<file path="src/rate_link_pkg.sv">
package rate_link_pkg;

    // ------------------------------------------------------------------
    // frame and fixed words
    // ------------------------------------------------------------------
    localparam int          FRAME_BITS     = 32;
    localparam logic [5:0]  FRAME_BITS_CNT = 6'h20;
    localparam logic [5:0]  BITS_SAT       = 6'h3F;
    localparam logic [31:0] FIRST_RESPONSE = 32'h00000001;
    localparam logic [31:0] TX_RESET       = FIRST_RESPONSE;

    // ------------------------------------------------------------------
    // command and response codes
    // ------------------------------------------------------------------
    localparam int         SENSOR_FLAG_BIT = 29;
    localparam logic [2:0] OP_READ         = 3'h4;
    localparam logic [2:0] OP_WRITE        = 3'h2;
    localparam logic [2:0] RESP_READ       = 3'h2;
    localparam logic [2:0] RESP_WRITE      = 3'h1;
    localparam logic [2:0] RESP_ERROR      = 3'h0;
    localparam logic [3:0] RW_MARK         = 4'hE;
    localparam logic [2:0] MODULE_SEL_NONE = 3'h0;
    localparam logic [1:0] ST_ERROR        = 2'h0;
    localparam logic [1:0] ST_VALID        = 2'h1;
    localparam logic [1:0] ST_SELF_TEST    = 2'h2;
    localparam logic [1:0] ST_RW           = 2'h3;

    // ------------------------------------------------------------------
    // word layouts, most significant field first
    // ------------------------------------------------------------------
    typedef struct packed {
        logic [1:0]  seq_low;
        logic        sensor_flag;
        logic        seq_high;
        logic [25:0] unused;
        logic        fault_check_request;
        logic        parity;
    } sensor_cmd_s;

    typedef struct packed {
        logic [2:0]  kind;
        logic [2:0]  sensor_module_select;
        logic [8:0]  register_address;
        logic [15:0] payload_word;
        logic        parity;
    } reg_cmd_s;

    typedef struct packed {
        logic [2:0]  sequence_tag;
        logic        upper_half_parity;
        logic [1:0]  status_code;
        logic [15:0] payload_word;
        logic [1:0]  gap;
        logic [6:0]  fault_flags;
        logic        full_response_parity;
    } sensor_resp_s;

    typedef struct packed {
        logic [2:0]  kind;
        logic        upper_half_parity;
        logic [3:0]  mark;
        logic [2:0]  sensor_module_select;
        logic [15:0] payload_word;
        logic [3:0]  gap;
        logic        full_response_parity;
    } rw_resp_s;

    typedef struct packed {
        logic [2:0]  kind;
        logic        upper_half_parity;
        logic [3:0]  mark;
        logic [2:0]  sensor_module_select;
        logic [1:0]  gap_high;
        logic        framing_error;
        logic        request_error;
        logic        data_unavailable;
        logic [7:0]  gap_low;
        logic [6:0]  fault_flags;
        logic        full_response_parity;
    } err_resp_s;

    typedef struct packed {
        logic [15:0] rate;
        logic [1:0]  status_code;
        logic [5:0]  faults;
    } snapshot_s;

    typedef struct packed {
        logic [8:0]  register_address;
        logic [15:0] payload_word;
    } wr_req_s;

endpackage

</file>
<file path="src/rate_sensor_spi_link.sv">
`timescale 1ns/1ps

// Function
// - one 32-bit command and one 32-bit response per chip-select period.
// - clock idles low; data sampled on rising SCLK edge.
// - first response after startup is the fixed word 0x00000001.
// - snapshot of sensor data taken when chip select falls.
// - result loaded in S_BUILD, two clocks after chip-select rise is seen; sent during the next exchange.
// - response data is from previous chip-select fall; no refresh between.
// - three-bit sequence tag echoed unchanged in the sensor response.
// - module select is unused; host sends 000, device echoes 000.
// - sensor response: tag 31:29, parity 28, status 27:26, rate 25:10.
// - sensor and error responses carry seven fault flags 7:1, parity 0.
// - bit 28 makes response bits 31:16 odd parity.
// - bit 0 makes the whole response odd parity.
// - status 00 error, 01 valid, 10 self-test, 11 read/write.
module rate_sensor_spi_link (
    input  wire logic        CORE_CLK,
    input  wire logic        RST,
    input  wire logic        SCLK,
    input  wire logic        CS_N,
    input  wire logic        MOSI,
    output logic             MISO,
    output logic             MISO_OE,
    input  wire logic [15:0] RATE_DATA,
    input  wire logic [1:0]  SENSOR_STATUS,
    input  wire logic [5:0]  FAULT_FLAGS,
    output logic [8:0]       REG_ADDR,
    output logic             REG_WR,
    input  wire logic [15:0] REG_RDATA,
    input  wire logic        REG_ERR,
    output logic             WR_VALID,
    output logic [8:0]       WR_ADDR,
    output logic [15:0]      WR_DATA,
    input  wire logic        WR_READY
);

    // ------------------------------------------------------------------
    // pin synchronisers
    // ------------------------------------------------------------------
    logic [2:0] meta_q;
    logic [2:0] sync_q;
    logic [1:0] prev_q;
    logic       sclk_s;
    logic       cs_n_s;
    logic       mosi_s;

    always_ff @(posedge CORE_CLK) begin
        if (RST) begin
            meta_q <= 3'h2;
            sync_q <= 3'h2;
            prev_q <= 2'h1;
        end else begin
            meta_q <= {SCLK, CS_N, MOSI};
            sync_q <= meta_q;
            prev_q <= sync_q[2:1];
        end
    end

    assign sclk_s = sync_q[2];
    assign cs_n_s = sync_q[1];
    assign mosi_s = sync_q[0];

    logic cs_fall;
    logic cs_rise;
    logic sclk_rise;
    logic sclk_fall;

    assign cs_fall   = prev_q[0] & ~cs_n_s;
    assign cs_rise   = ~prev_q[0] & cs_n_s;
    assign sclk_rise = ~prev_q[1] & sclk_s & ~cs_n_s;
    assign sclk_fall = prev_q[1] & ~sclk_s & ~cs_n_s;

    // ------------------------------------------------------------------
    // exchange state
    // ------------------------------------------------------------------
    typedef enum logic [1:0] {S_IDLE, S_FRAME, S_LOOKUP, S_BUILD} link_state_e;

    link_state_e               state_q;
    link_state_e               state_d;
    logic [31:0]               rx_q;
    logic [31:0]               rx_d;
    logic [31:0]               tx_q;
    logic [31:0]               tx_d;
    logic [5:0]                bits_q;
    logic [5:0]                bits_d;
    rate_link_pkg::snapshot_s  snap_q;
    rate_link_pkg::snapshot_s  snap_d;
    logic                      miso_q;
    logic                      miso_d;
    logic                      oe_q;
    logic                      oe_d;
    logic [8:0]                reg_addr_q;
    logic [8:0]                reg_addr_d;
    logic                      reg_wr_q;
    logic                      reg_wr_d;

    rate_link_pkg::reg_cmd_s    cmd;
    rate_link_pkg::sensor_cmd_s scmd;
    logic                       frame_ok;
    logic                       is_sensor;
    logic                       is_read;
    logic                       is_write;
    logic                       buf_ready;
    logic                       wr_push;
    logic [31:0]                resp;

    assign cmd       = rate_link_pkg::reg_cmd_s'(rx_q);
    assign scmd      = rate_link_pkg::sensor_cmd_s'(rx_q);
    // a short or long frame, or even parity, is a framing fault
    assign frame_ok  = (bits_q == rate_link_pkg::FRAME_BITS_CNT) && (^rx_q);
    assign is_sensor = rx_q[rate_link_pkg::SENSOR_FLAG_BIT];
    assign is_read   = cmd.kind == rate_link_pkg::OP_READ;
    assign is_write  = cmd.kind == rate_link_pkg::OP_WRITE;

    // ------------------------------------------------------------------
    // response assembly, valid in S_BUILD
    // ------------------------------------------------------------------
    always_comb begin
        rate_link_pkg::sensor_resp_s sr;
        rate_link_pkg::rw_resp_s     rr;
        rate_link_pkg::err_resp_s    er;
        logic [31:0]                 w;
        w  = '0;
        sr = '0;
        rr = '0;
        er = '0;
        wr_push = 1'b0;
        sr.sequence_tag = {scmd.seq_high, scmd.seq_low};
        sr.status_code  = snap_q.status_code;
        sr.payload_word = snap_q.rate;
        sr.fault_flags  = {snap_q.faults, scmd.fault_check_request};
        er.kind                 = rate_link_pkg::RESP_ERROR;
        er.mark                 = rate_link_pkg::RW_MARK;
        er.sensor_module_select = rate_link_pkg::MODULE_SEL_NONE;
        er.fault_flags          = {snap_q.faults, 1'b0};
        rr.mark                 = rate_link_pkg::RW_MARK;
        rr.sensor_module_select = rate_link_pkg::MODULE_SEL_NONE;
        if (!frame_ok) begin
            er.framing_error = 1'b1;
            w = er;
        end else if (is_sensor) begin
            w = sr;
        end else if (!(is_read || is_write) || REG_ERR) begin
            er.request_error = 1'b1;
            w = er;
        end else if (is_write && !buf_ready) begin
            // write store still busy: refuse rather than drop the word
            er.data_unavailable = 1'b1;
            w = er;
        end else if (is_write) begin
            rr.kind         = rate_link_pkg::RESP_WRITE;
            rr.payload_word = cmd.payload_word;
            wr_push         = (state_q == S_BUILD);
            w = rr;
        end else begin
            rr.kind         = rate_link_pkg::RESP_READ;
            rr.payload_word = REG_RDATA;
            w = rr;
        end
        w[28] = ~^{w[31:29], w[27:16]};
        w[0]  = ~^w[31:1];
        resp  = w;
    end

    // ------------------------------------------------------------------
    // next-state logic
    // ------------------------------------------------------------------
    always_comb begin
        state_d    = state_q;
        rx_d       = rx_q;
        tx_d       = tx_q;
        bits_d     = bits_q;
        snap_d     = snap_q;
        miso_d     = miso_q;
        oe_d       = oe_q;
        reg_addr_d = reg_addr_q;
        reg_wr_d   = reg_wr_q;
        unique case (state_q)
            S_IDLE: begin
                if (cs_fall) begin
                    snap_d  = '{rate: RATE_DATA, status_code: SENSOR_STATUS,
                                faults: FAULT_FLAGS};
                    rx_d    = '0;
                    bits_d  = '0;
                    oe_d    = 1'b1;
                    miso_d  = tx_q[31];
                    state_d = S_FRAME;
                end
            end
            S_FRAME: begin
                if (cs_rise) begin
                    oe_d    = 1'b0;
                    miso_d  = 1'b0;
                    state_d = S_LOOKUP;
                end else begin
                    if (sclk_rise) begin
                        rx_d = {rx_q[30:0], mosi_s};
                        if (bits_q != rate_link_pkg::BITS_SAT) begin
                            bits_d = bits_q + 6'h01;
                        end
                    end
                    if (sclk_fall) begin
                        tx_d   = {tx_q[30:0], 1'b0};
                        miso_d = tx_q[30];
                    end
                end
            end
            S_LOOKUP: begin
                reg_addr_d = cmd.register_address;
                reg_wr_d   = is_write;
                state_d    = S_BUILD;
            end
            S_BUILD: begin
                tx_d    = resp;
                state_d = S_IDLE;
            end
        endcase
    end

    always_ff @(posedge CORE_CLK) begin
        if (RST) begin
            state_q    <= S_IDLE;
            rx_q       <= '0;
            tx_q       <= rate_link_pkg::TX_RESET;
            bits_q     <= '0;
            snap_q     <= '0;
            miso_q     <= 1'b0;
            oe_q       <= 1'b0;
            reg_addr_q <= '0;
            reg_wr_q   <= 1'b0;
        end else begin
            state_q    <= state_d;
            rx_q       <= rx_d;
            tx_q       <= tx_d;
            bits_q     <= bits_d;
            snap_q     <= snap_d;
            miso_q     <= miso_d;
            oe_q       <= oe_d;
            reg_addr_q <= reg_addr_d;
            reg_wr_q   <= reg_wr_d;
        end
    end

    // ------------------------------------------------------------------
    // write request buffer toward the register store
    // ------------------------------------------------------------------
    rate_link_pkg::wr_req_s wr_in;
    rate_link_pkg::wr_req_s wr_head;

    assign wr_in = '{register_address: cmd.register_address, payload_word: cmd.payload_word};

    stage_buffer #(
        .WIDTH ($bits(rate_link_pkg::wr_req_s)),
        .DEPTH (2)
    ) u_wr_buffer (
        .clk       (CORE_CLK),
        .rst       (RST),
        .in_valid  (wr_push),
        .in_data   (wr_in),
        .in_ready  (buf_ready),
        .out_valid (WR_VALID),
        .out_data  (wr_head),
        .out_ready (WR_READY)
    );

    assign WR_ADDR  = wr_head.register_address;
    assign WR_DATA  = wr_head.payload_word;
    assign MISO     = miso_q;
    assign MISO_OE  = oe_q;
    assign REG_ADDR = reg_addr_q;
    assign REG_WR   = reg_wr_q;

endmodule // rate_sensor_spi_link

</file>
<file path="src/stage_buffer.sv">
`timescale 1ns/1ps

module stage_buffer #(
    parameter int WIDTH = 25,
    parameter int DEPTH = 2
) (
    input  wire logic             clk,
    input  wire logic             rst,
    input  wire logic             in_valid,
    input  wire logic [WIDTH-1:0] in_data,
    output logic                  in_ready,
    output logic                  out_valid,
    output logic [WIDTH-1:0]      out_data,
    input  wire logic             out_ready
);

    // ------------------------------------------------------------------
    // shifting entries: slot 0 is always the head, so outputs are flops
    // ------------------------------------------------------------------
    logic [DEPTH-1:0] vld_q;
    logic [DEPTH-1:0] vld_d;
    logic [WIDTH-1:0] data_q [DEPTH];
    logic [WIDTH-1:0] data_d [DEPTH];

    always_comb begin
        logic pop;
        logic push;
        logic placed;
        pop    = vld_q[0] & out_ready;
        push   = in_valid & ~vld_q[DEPTH-1];
        placed = 1'b0;
        for (int i = 0; i < DEPTH; i++) begin
            if (pop) begin
                vld_d[i]  = (i < DEPTH - 1) ? vld_q[(i + 1) % DEPTH] : 1'b0;
                data_d[i] = data_q[(i + 1) % DEPTH];
            end else begin
                vld_d[i]  = vld_q[i];
                data_d[i] = data_q[i];
            end
        end
        for (int i = 0; i < DEPTH; i++) begin
            if (push && !placed && !vld_d[i]) begin
                vld_d[i]  = 1'b1;
                data_d[i] = in_data;
                placed    = 1'b1;
            end
        end
    end

    always_ff @(posedge clk) begin
        if (rst) begin
            vld_q <= '0;
        end else begin
            vld_q <= vld_d;
        end
        data_q <= data_d;
    end

    assign in_ready  = ~vld_q[DEPTH-1];
    assign out_valid = vld_q[0];
    assign out_data  = data_q[0];

endmodule // stage_buffer

</file>
<file path="config.mk">
export PLATFORM = sky130hd
export DESIGN_NAME = rate_sensor_spi_link
export DESIGN_NICKNAME = d
export VERILOG_FILES = /design/src/rate_link_pkg.sv /design/src/rate_sensor_spi_link.sv /design/src/stage_buffer.sv
export SDC_FILE = /design/constraint.sdc
export NUM_CORES = 1
export LEC_CHECK = 0
export ABC_AREA = 1
export BUFFER_PORTS_ARGS = -buffer_cell sky130_fd_sc_hd__buf_2
export CORE_MARGIN = 2
export CORE_UTILIZATION = 45
export CTS_BUF_LIST = sky130_fd_sc_hd__clkbuf_2 sky130_fd_sc_hd__clkbuf_4 sky130_fd_sc_hd__clkbuf_8
export DETAILED_ROUTE_END_ITERATION = 10
export REMOVE_ABC_BUFFERS = 1
export SLEW_MARGIN = 20
export SYNTH_ARGS = -nofsm -noshare
export SYNTH_HDL_FRONTEND = slang
export SYNTH_SLANG_ARGS = --single-unit
</file>
<file path="constraint.sdc">
create_clock -name CORE_CLK -period 3.28 [get_ports CORE_CLK]
set_input_delay 0.656 -clock CORE_CLK [delete_from_list [all_inputs] [get_ports CORE_CLK]]
set_output_delay 0.656 -clock CORE_CLK [all_outputs]
set_load 0.01 [all_outputs]
</file>
==> metrics.md, run 1 <==
| Metric | Value |
|---|---|
| Core Box Area | between 0.015 and 0.02 sq mm |
| Min cycle time layout | roughly 2.8 ns |
| GP Congestion | around 0.85 |
| Most used routing layer | met2 |
| RSZ-0062 raised after global routing | false |
| Post-layout instance area | 0.00965 sq mm |
| Crit path largest cell delay | 0.36 ns |
| I/O Buffers | 84 |
| Crit-path slowest cell | dfxtp_1 |
| Max Cap Viol | 0 |
| Placed cells | 1530 |
| VDD IR-drop max | ~0.00025 V |
| Cell row count | between 50 and 60 |
| Routed len/inst | 13.6 um |
| Worst flop-to-flop path startpoint | cmd[24] |
| Max Slew Vio Count | 0 |
| Clk sinks | 168 |
| Via Count | just under 8000 |
| Initial DRC count | about 600 |
| Max Buffers Root-to-Sink | 2 |
| Fin Setup TNS | 0 ns |
| Critical path origin | cmd[24] |
| Pleak | approximately 4 nW |
| Clock transition at path regs | 0.10 ns |
| Most frequent cells in the layout | 407 x nand2_1, 135 x o21ai_0, 118 x dfxtp_1 |
| CTS tree | built |
| Distinct cells, synth | 43 |
| Worst hold start | CS_N |
| M2 GR Usage | approximately a third |
| Initial core utilization | 45.5% |
| Total congestion overflow | 0 |
| Vias in the first global route | between 6000 and 7000 |
| Die area | a little over 0.02 sq mm |
| Gr usage total | 20.9% |
| CP bufs+invs | 4 |
| HP Class | input pin to flip-flop |
| Post-route DRC violation count | 0 |
| Met3 Usage GRT | roughly 3.8% |
| Fill count | between 2000 and 2500 |
| DRT Pass-1 Iters | 5 |
| Sequential cell area | 0.00386 sq mm |
| N_diodes | 0 |
| Startpoint Class | flip-flop |
| Mapped Area | about 0.009 sq mm |
| Multi-input gate area | 0.00405 sq mm |
| Worst Max-Slew Pin Slew | 0.983 ns |
| Reg-to-reg setup timing slack | approximately 0.52 ns |
| WP data required | between 3 and 4 ns |
| Post_cts resized | 0 |
| GRT met1 Usage | roughly 29% |
| CP arrival | 3.11 ns |
| Vert. Die Dim | 144 um |
| Worst Setup End Kind | flip-flop |
| Worst path depth | 25 |
| Max Fclk | ~360 MHz |
| First-pass GRT wire length | between 30 and 40 mm |
| Most frequent cell on the critical path | nand2_1 |
| Post-synthesis sequential area ratio | 44.1% |
| Worst setup path endpoint | tx_q[28] |
| Ports | 85 |
| Gate Count Post-Synth | 1239 |
| Area grow syn2layout | 10.0% |
| Fin Clk Skew | approximately 0.021 ns |
| Layout cell share with drive strength beyond 1 | around 15% |
| Die W | ~140 um |
| Status | finished, final reports clean |
| Htree depth | 4 |
| Period utilization | between 80% and 90% |
| Final cell count without fillers | 1562 |
| Power density cells | between 400 and 500 mW/mm^2 |
| Vias per Instance | approximately 5.0 |
| CP delay by family, top | simple AND/OR/NAND/NOR gates |
| Clock Latency Late Sink | between 0.4 and 0.5 ns |
| Final number of hold-violating endpoints | 0 |
| Crit-path max FO | 17 |
| Worst reg2reg path depth | 25 |
| Reg2reg end | tx_q[28] |
| Routed Wire Length | between 20 and 25 mm |
| Largest net degree at the start of global routing | 66 |
| Dpl cell area | slightly above 0.009 sq mm |
| Hold-fix buffers at CTS | 0 |
| TritonCTS Buffers | 17 |
| Ys Warns | 0 |
| Total setup buffers inserted after CTS | 0 |
| Initial antenna violation count | 0 |
| Rel. slew slack | 34.4% |
| Setup CP Type | flip-flop to flip-flop |
| Avg Cell Area, Syn | a little over 7 sq um |
| Seq cells post-synth | between 150 and 200 |
| Commonest non-fill, non-tap cell in the layout | nand2_1 |
| Final ANT Viol Nets | 0 |
| Hold Slack | approximately 0.35 ns |
| Post-DP HPWL | 15.1 mm |
| CTS root buffer | clkbuf_8 |
| Layout Nets | about 1300 |
| Setup-failing EPs final | 0 |
-- worst min path at each step --
stage,cells past startpoint,slack [ns],endpoint
floorplan,2,0.39,sync_q[0]
global placement,2,0.39,sync_q[2]
detailed placement,1,0.40,sync_q[1]
CTS,2,0.33,meta_q[1]
global route,2,0.33,meta_q[1]
finish,2,0.35,meta_q[1]
-- synthesized netlist by cell type (all sizes together) --
library cell | number | area (sq um)
or2 | 2 | 12.5
nand4 | 7 | 43.8
xor2 | 2 | 17.5
a21boi | 2 | 15.0
edfxtp | 50 | 1500
nand2 | 420 | 1620
o21a | 1 | 7.51
nor3 | 6 | 40.0
a221oi | 1 | 8.76
nand3b | 1 | 7.51
xnor2 | 1 | 8.76
inv | 110 | 413
o211ai | 11 | 82.6
o21ai | 135 | 676
ha | 7 | 87.6
dfxtp | 118 | 2360
clkinv | 1 | 3.75
nor2 | 77 | 345
o22ai | 5 | 31.3
clkbuf | 46 | 173
nor3b | 1 | 7.51
nand3 | 77 | 403
a31o | 1 | 8.76
nor4 | 1 | 6.26
a22oi | 1 | 7.51
buf | 36 | 273
a211oi | 2 | 15.0
a21oi | 117 | 589
-- through the flow --
stage | utilization (%) | setup WS [ns] | total power, W
after detailed placement | 48.1 | 0.528 | 0.00323
after global routing | 50.1 | 0.224 | 0.00490
final | 50.1 | 0.522 | 0.00463
after floorplan | - | -0.772 | 0.00290
after global placement | 48.1 | 0.578 | 0.00322
after CTS | 50.1 | 0.516 | 0.00468
-- power by group --
group | total [W] | switching [W] | internal (W)
clock | 0.00146 | 0.000887 | 0.000569
sequential | 0.00230 | 0.0000580 | 0.00224
combinational | 0.000879 | 0.000623 | 0.000256
-- sequential cells by signal (all words and copies together), names as in the netlist --
name,flops
MISO,1
prev_q,2
bits_q,6
tx_q,32
REG_ADDR,9
u_wr_buffer.out_data,25
state_q,2
REG_WR,1
cmd,32
snap_q,24
u_wr_buffer.vld_q,2
sync_q,3
meta_q,3
u_wr_buffer.data_q,25
MISO_OE,1
-- logic make-up (layout without fill, tap and decap cells) --
kind of cell	after synthesis	count (layout)	synth area share, %
AO/OA/AOI/OAI	276	276	16.4
AND/OR/NAND/NOR	592	592	28.3
adder cells (fa/ha/maj)	7	7	0.999
buffers and inverters	193	251	9.83
XOR/XNOR	3	3	0.300
flip-flops	168	168	44.1
-- area by class of cell --
| type | count | share of cell area [%] |
|---|---|---|
| clock inverters | 15 | 1.54 |
| clock buffers | 17 | 2.43 |
| flip-flops and latches | 168 | 40.1 |
| well taps | 265 | 3.44 |
| inverters | 111 | 4.32 |
| repair buffers | 108 | 6.23 |
| multi-input cells | 878 | 42.0 |
-- metal layers --
metal  vias to the layer above  share of wire [%]
met5                         -                  0
met4                         0                2.2
met3                        23                4.0
met2                       153                 46
met1                      3542                 48
li1                       4117                  -
(Power assumes the default switching activity.)
==> inputs of run 2 (changes only) <==
- PLACE_DENSITY: unset -> 0.66
- clock period: 3.28 -> 2.3 ns (I/O delays scaled with it)
==> metrics.md, run 2 (synthesis gave the netlist of run 1 again) <==
| Metric | Value |
|---|---|
| Rel. slew slack | 51.1% (+17 points) |
| Max Fclk | 380 MHz (+4.8%) |
| DR top layer | met4 |
| Max Cap Viol | 0 (unchanged) |
| Initial DRC count | 523 (-13%) |
| Commonest non-fill, non-tap cell in the layout | nand2_1 |
| Post-route DRC violation count | 0 (unchanged) |
| CP arrival | 2.81 ns (-0.30 ns) |
| Startpoint Class | flip-flop |
| Routed Wire Length | 24.7 mm (+16%) |
| GP Congestion | 0.822 (-2.8%) |
| Layout cell share with drive strength beyond 1 | 34.3% (+19 points) |
| Via Count | 8638 (+10%) |
| Setup CP Type | flip-flop to flip-flop |
| Met3 routed WL | 1.19 mm (+39%) |
| Worst Max-Slew Pin Slew | 0.733 ns (-0.250 ns) |
| Max Buffers Root-to-Sink | 2 (unchanged) |
| Worst Setup End Kind | flip-flop |
| Initial core utilization | 45.5% (unchanged) |
| TritonCTS Buffers | 17 (unchanged) |
| Ports | 85 (unchanged) |
| Cell internal pwr | 0.00444 W (+45%) |
| First-pass GRT wire length | 36.6 mm (+7.9%) |
| CP bufs+invs | 4 (unchanged) |
| Period utilization | 114% (+30 points) |
| Clock Latency Late Sink | 0.48 ns (about the same) |
| Die W | 144 um (unchanged) |
| CTS root buffer | clkbuf_8 |
| Crit path largest cell delay | 0.35 ns (about the same) |
| Area grow syn2layout | 32.3% |
| Violated checks | setup timing |
| Crit-path slowest cell | dfxtp_2 |
| Gr usage total | 22.3% (+1.4 points) |
| Layout Nets | 1465 (+9.5%) |
| Hold-fix buffers at CTS | 0 (unchanged) |
| Sequential Power Share | 48.8% (-0.8 points) |
| Clock transition at path regs | 0.10 ns (about the same) |
| VDD IR-drop max | 0.000399 V (+61%) |
| N_diodes | 0 (unchanged) |
| P_sw | 0.00227 W (+45%) |
| Crit-path max FO | 13 (-4) |
| Max Slew Vio Count | 0 (unchanged) |
| I/O Buffers | 84 (unchanged) |
| Sequential cell area | 0.00391 sq mm (+1.2%) |
| HP Class | input pin to flip-flop |
| Multi-input gate area | 0.00464 sq mm (+15%) |
| Status | finished with violations |
| Dpl cell area | 0.0102 sq mm (+9.8%) |
| Power density cells | 578 mW/mm^2 (+20%) |
| Min cycle time layout | 2.63 ns (-0.126 ns) |
| Most frequent cells in the layout | 316 x nand2_1, 120 x buf_4, 113 x a21oi_1 |
| Fill count | 1788 (-12%) |
| Total congestion overflow | 0 (unchanged) |
| Switching share of power | 33.8% (-0.052 points) |
| Cell row count | 51 (unchanged) |
| Clk pwr share | 31.1% (-0.3 points) |
| Largest net degree at the start of global routing | 66 (unchanged) |
| Vert. Die Dim | 144 um (unchanged) |
| Clk sinks | 168 (unchanged) |
| Vias per Instance | 5.11 (+2.0%) |
| Post-layout instance area | 0.0116 sq mm (+20%) |
| Final number of hold-violating endpoints | 0 (unchanged) |
| WP data required | 2.48 ns (-1.15 ns) |
| Setup-failing EPs final | 103 (+103) |
| Htree depth | 4 (unchanged) |
| Pleak | 4.85 nW (+20%) |
| Routed met1 length | 10.8 mm (+5.6%) |
| RSZ-0062 raised after global routing | true |
| Routed len/inst | 14.6 um (+7.3%) |
| Die area | 0.0206 sq mm (unchanged) |
| Initial antenna violation count | 0 (unchanged) |
| Met2 WL | 11.9 mm (+22%) |
| Final ANT Viol Nets | 0 (unchanged) |
| CP delay by family, top | simple AND/OR/NAND/NOR gates |
| Hold Slack | 0.158 ns (-0.196 ns) |
| CTS tree | built |
| Post-DP HPWL | 15.7 mm (+3.8%) |
| Fin Clk Skew | 0.0204 ns (-0.000348 ns) |
| Comb pwr share | 20.1% (+1.1 points) |
| DRT Pass-1 Iters | 5 (unchanged) |
| Core Box Area | 0.0193 sq mm (unchanged) |
| Final setup margin | -0.332 ns (-0.854 ns) |
| Final Power | 0.00671 W (+45%) |
| CP cell instances | ha_4 > inv_4 > nand2_2 > nand2_2 > nand2_1 > nand2_1 > nand2_1 > nand2_2 > nand2_4 > nand3_4 > buf_6 > nor3_4 > buf_6 > nand3_4 > nand2_4 > buf_12 |
| Vias in the first global route | 7619 (+13%) |
==> run 2: repair_timing <==
item                                   in CTS  in global routing
pin swaps                                  30                 10
resized for setup                          63                211
endpoints found under the hold margin       0                  0
cloned                                      3                 13
buffers inserted                            2                  3
setup endpoints to repair                 102                111
==> run 2: power groups by stage <==
stage	clock, W	combinational (W)	sequential [W]
3_5_place_dp	0	0.00132	0.00335
3_3_place_gp	0	0.00131	0.00334
6_report	0.00209	0.00135	0.00327
2_1_floorplan	0	0.000778	0.00336
4_1_cts	0.00212	0.00134	0.00328
5_1_grt	0.00224	0.00151	0.00329
==> run 2: worst paths after layout <==
check,from,end,depth (start not counted),slack (ns)
worst max-delay path,cmd[28],u_wr_buffer.data_q[9],16,-0.33
worst min register to register,meta_q[2],sync_q[2],2,0.40
worst min-delay path,CS_N,meta_q[1],2,0.16
worst max register to register,cmd[28],u_wr_buffer.data_q[9],16,-0.33
==> run 2: per-layer routing <==
metal  up-vias  track usage [%]
met5         -                0
met2       211             36.2
li1       4383                -
met1      3986             29.8
met3        58             3.83
met4         0             8.77
==> run 2: layout make-up <==
type                       count  share of cell area, %
inverter                     111                   3.64
clock inverter                15                   1.28
timing repair buffer         235                   16.5
multi-input combinational    878                   40.0
tap                          265                   2.86
sequential                   168                   33.7
clock buffer                  17                   2.02
==> run 2: stage by stage <==
stage	setup TNS [ns]	util, %	setup WS [ns]	std cells
CTS	-1.81	56.0	-0.103	1673
global route	-40.10	60.2	-0.456	1689
finish	-27.18	60.2	-0.332	1689
global placement	-2.71	52.8	-0.115	1636
detailed placement	-6.99	52.8	-0.189	1636
floorplan	-160.71	-	-1.75	1157
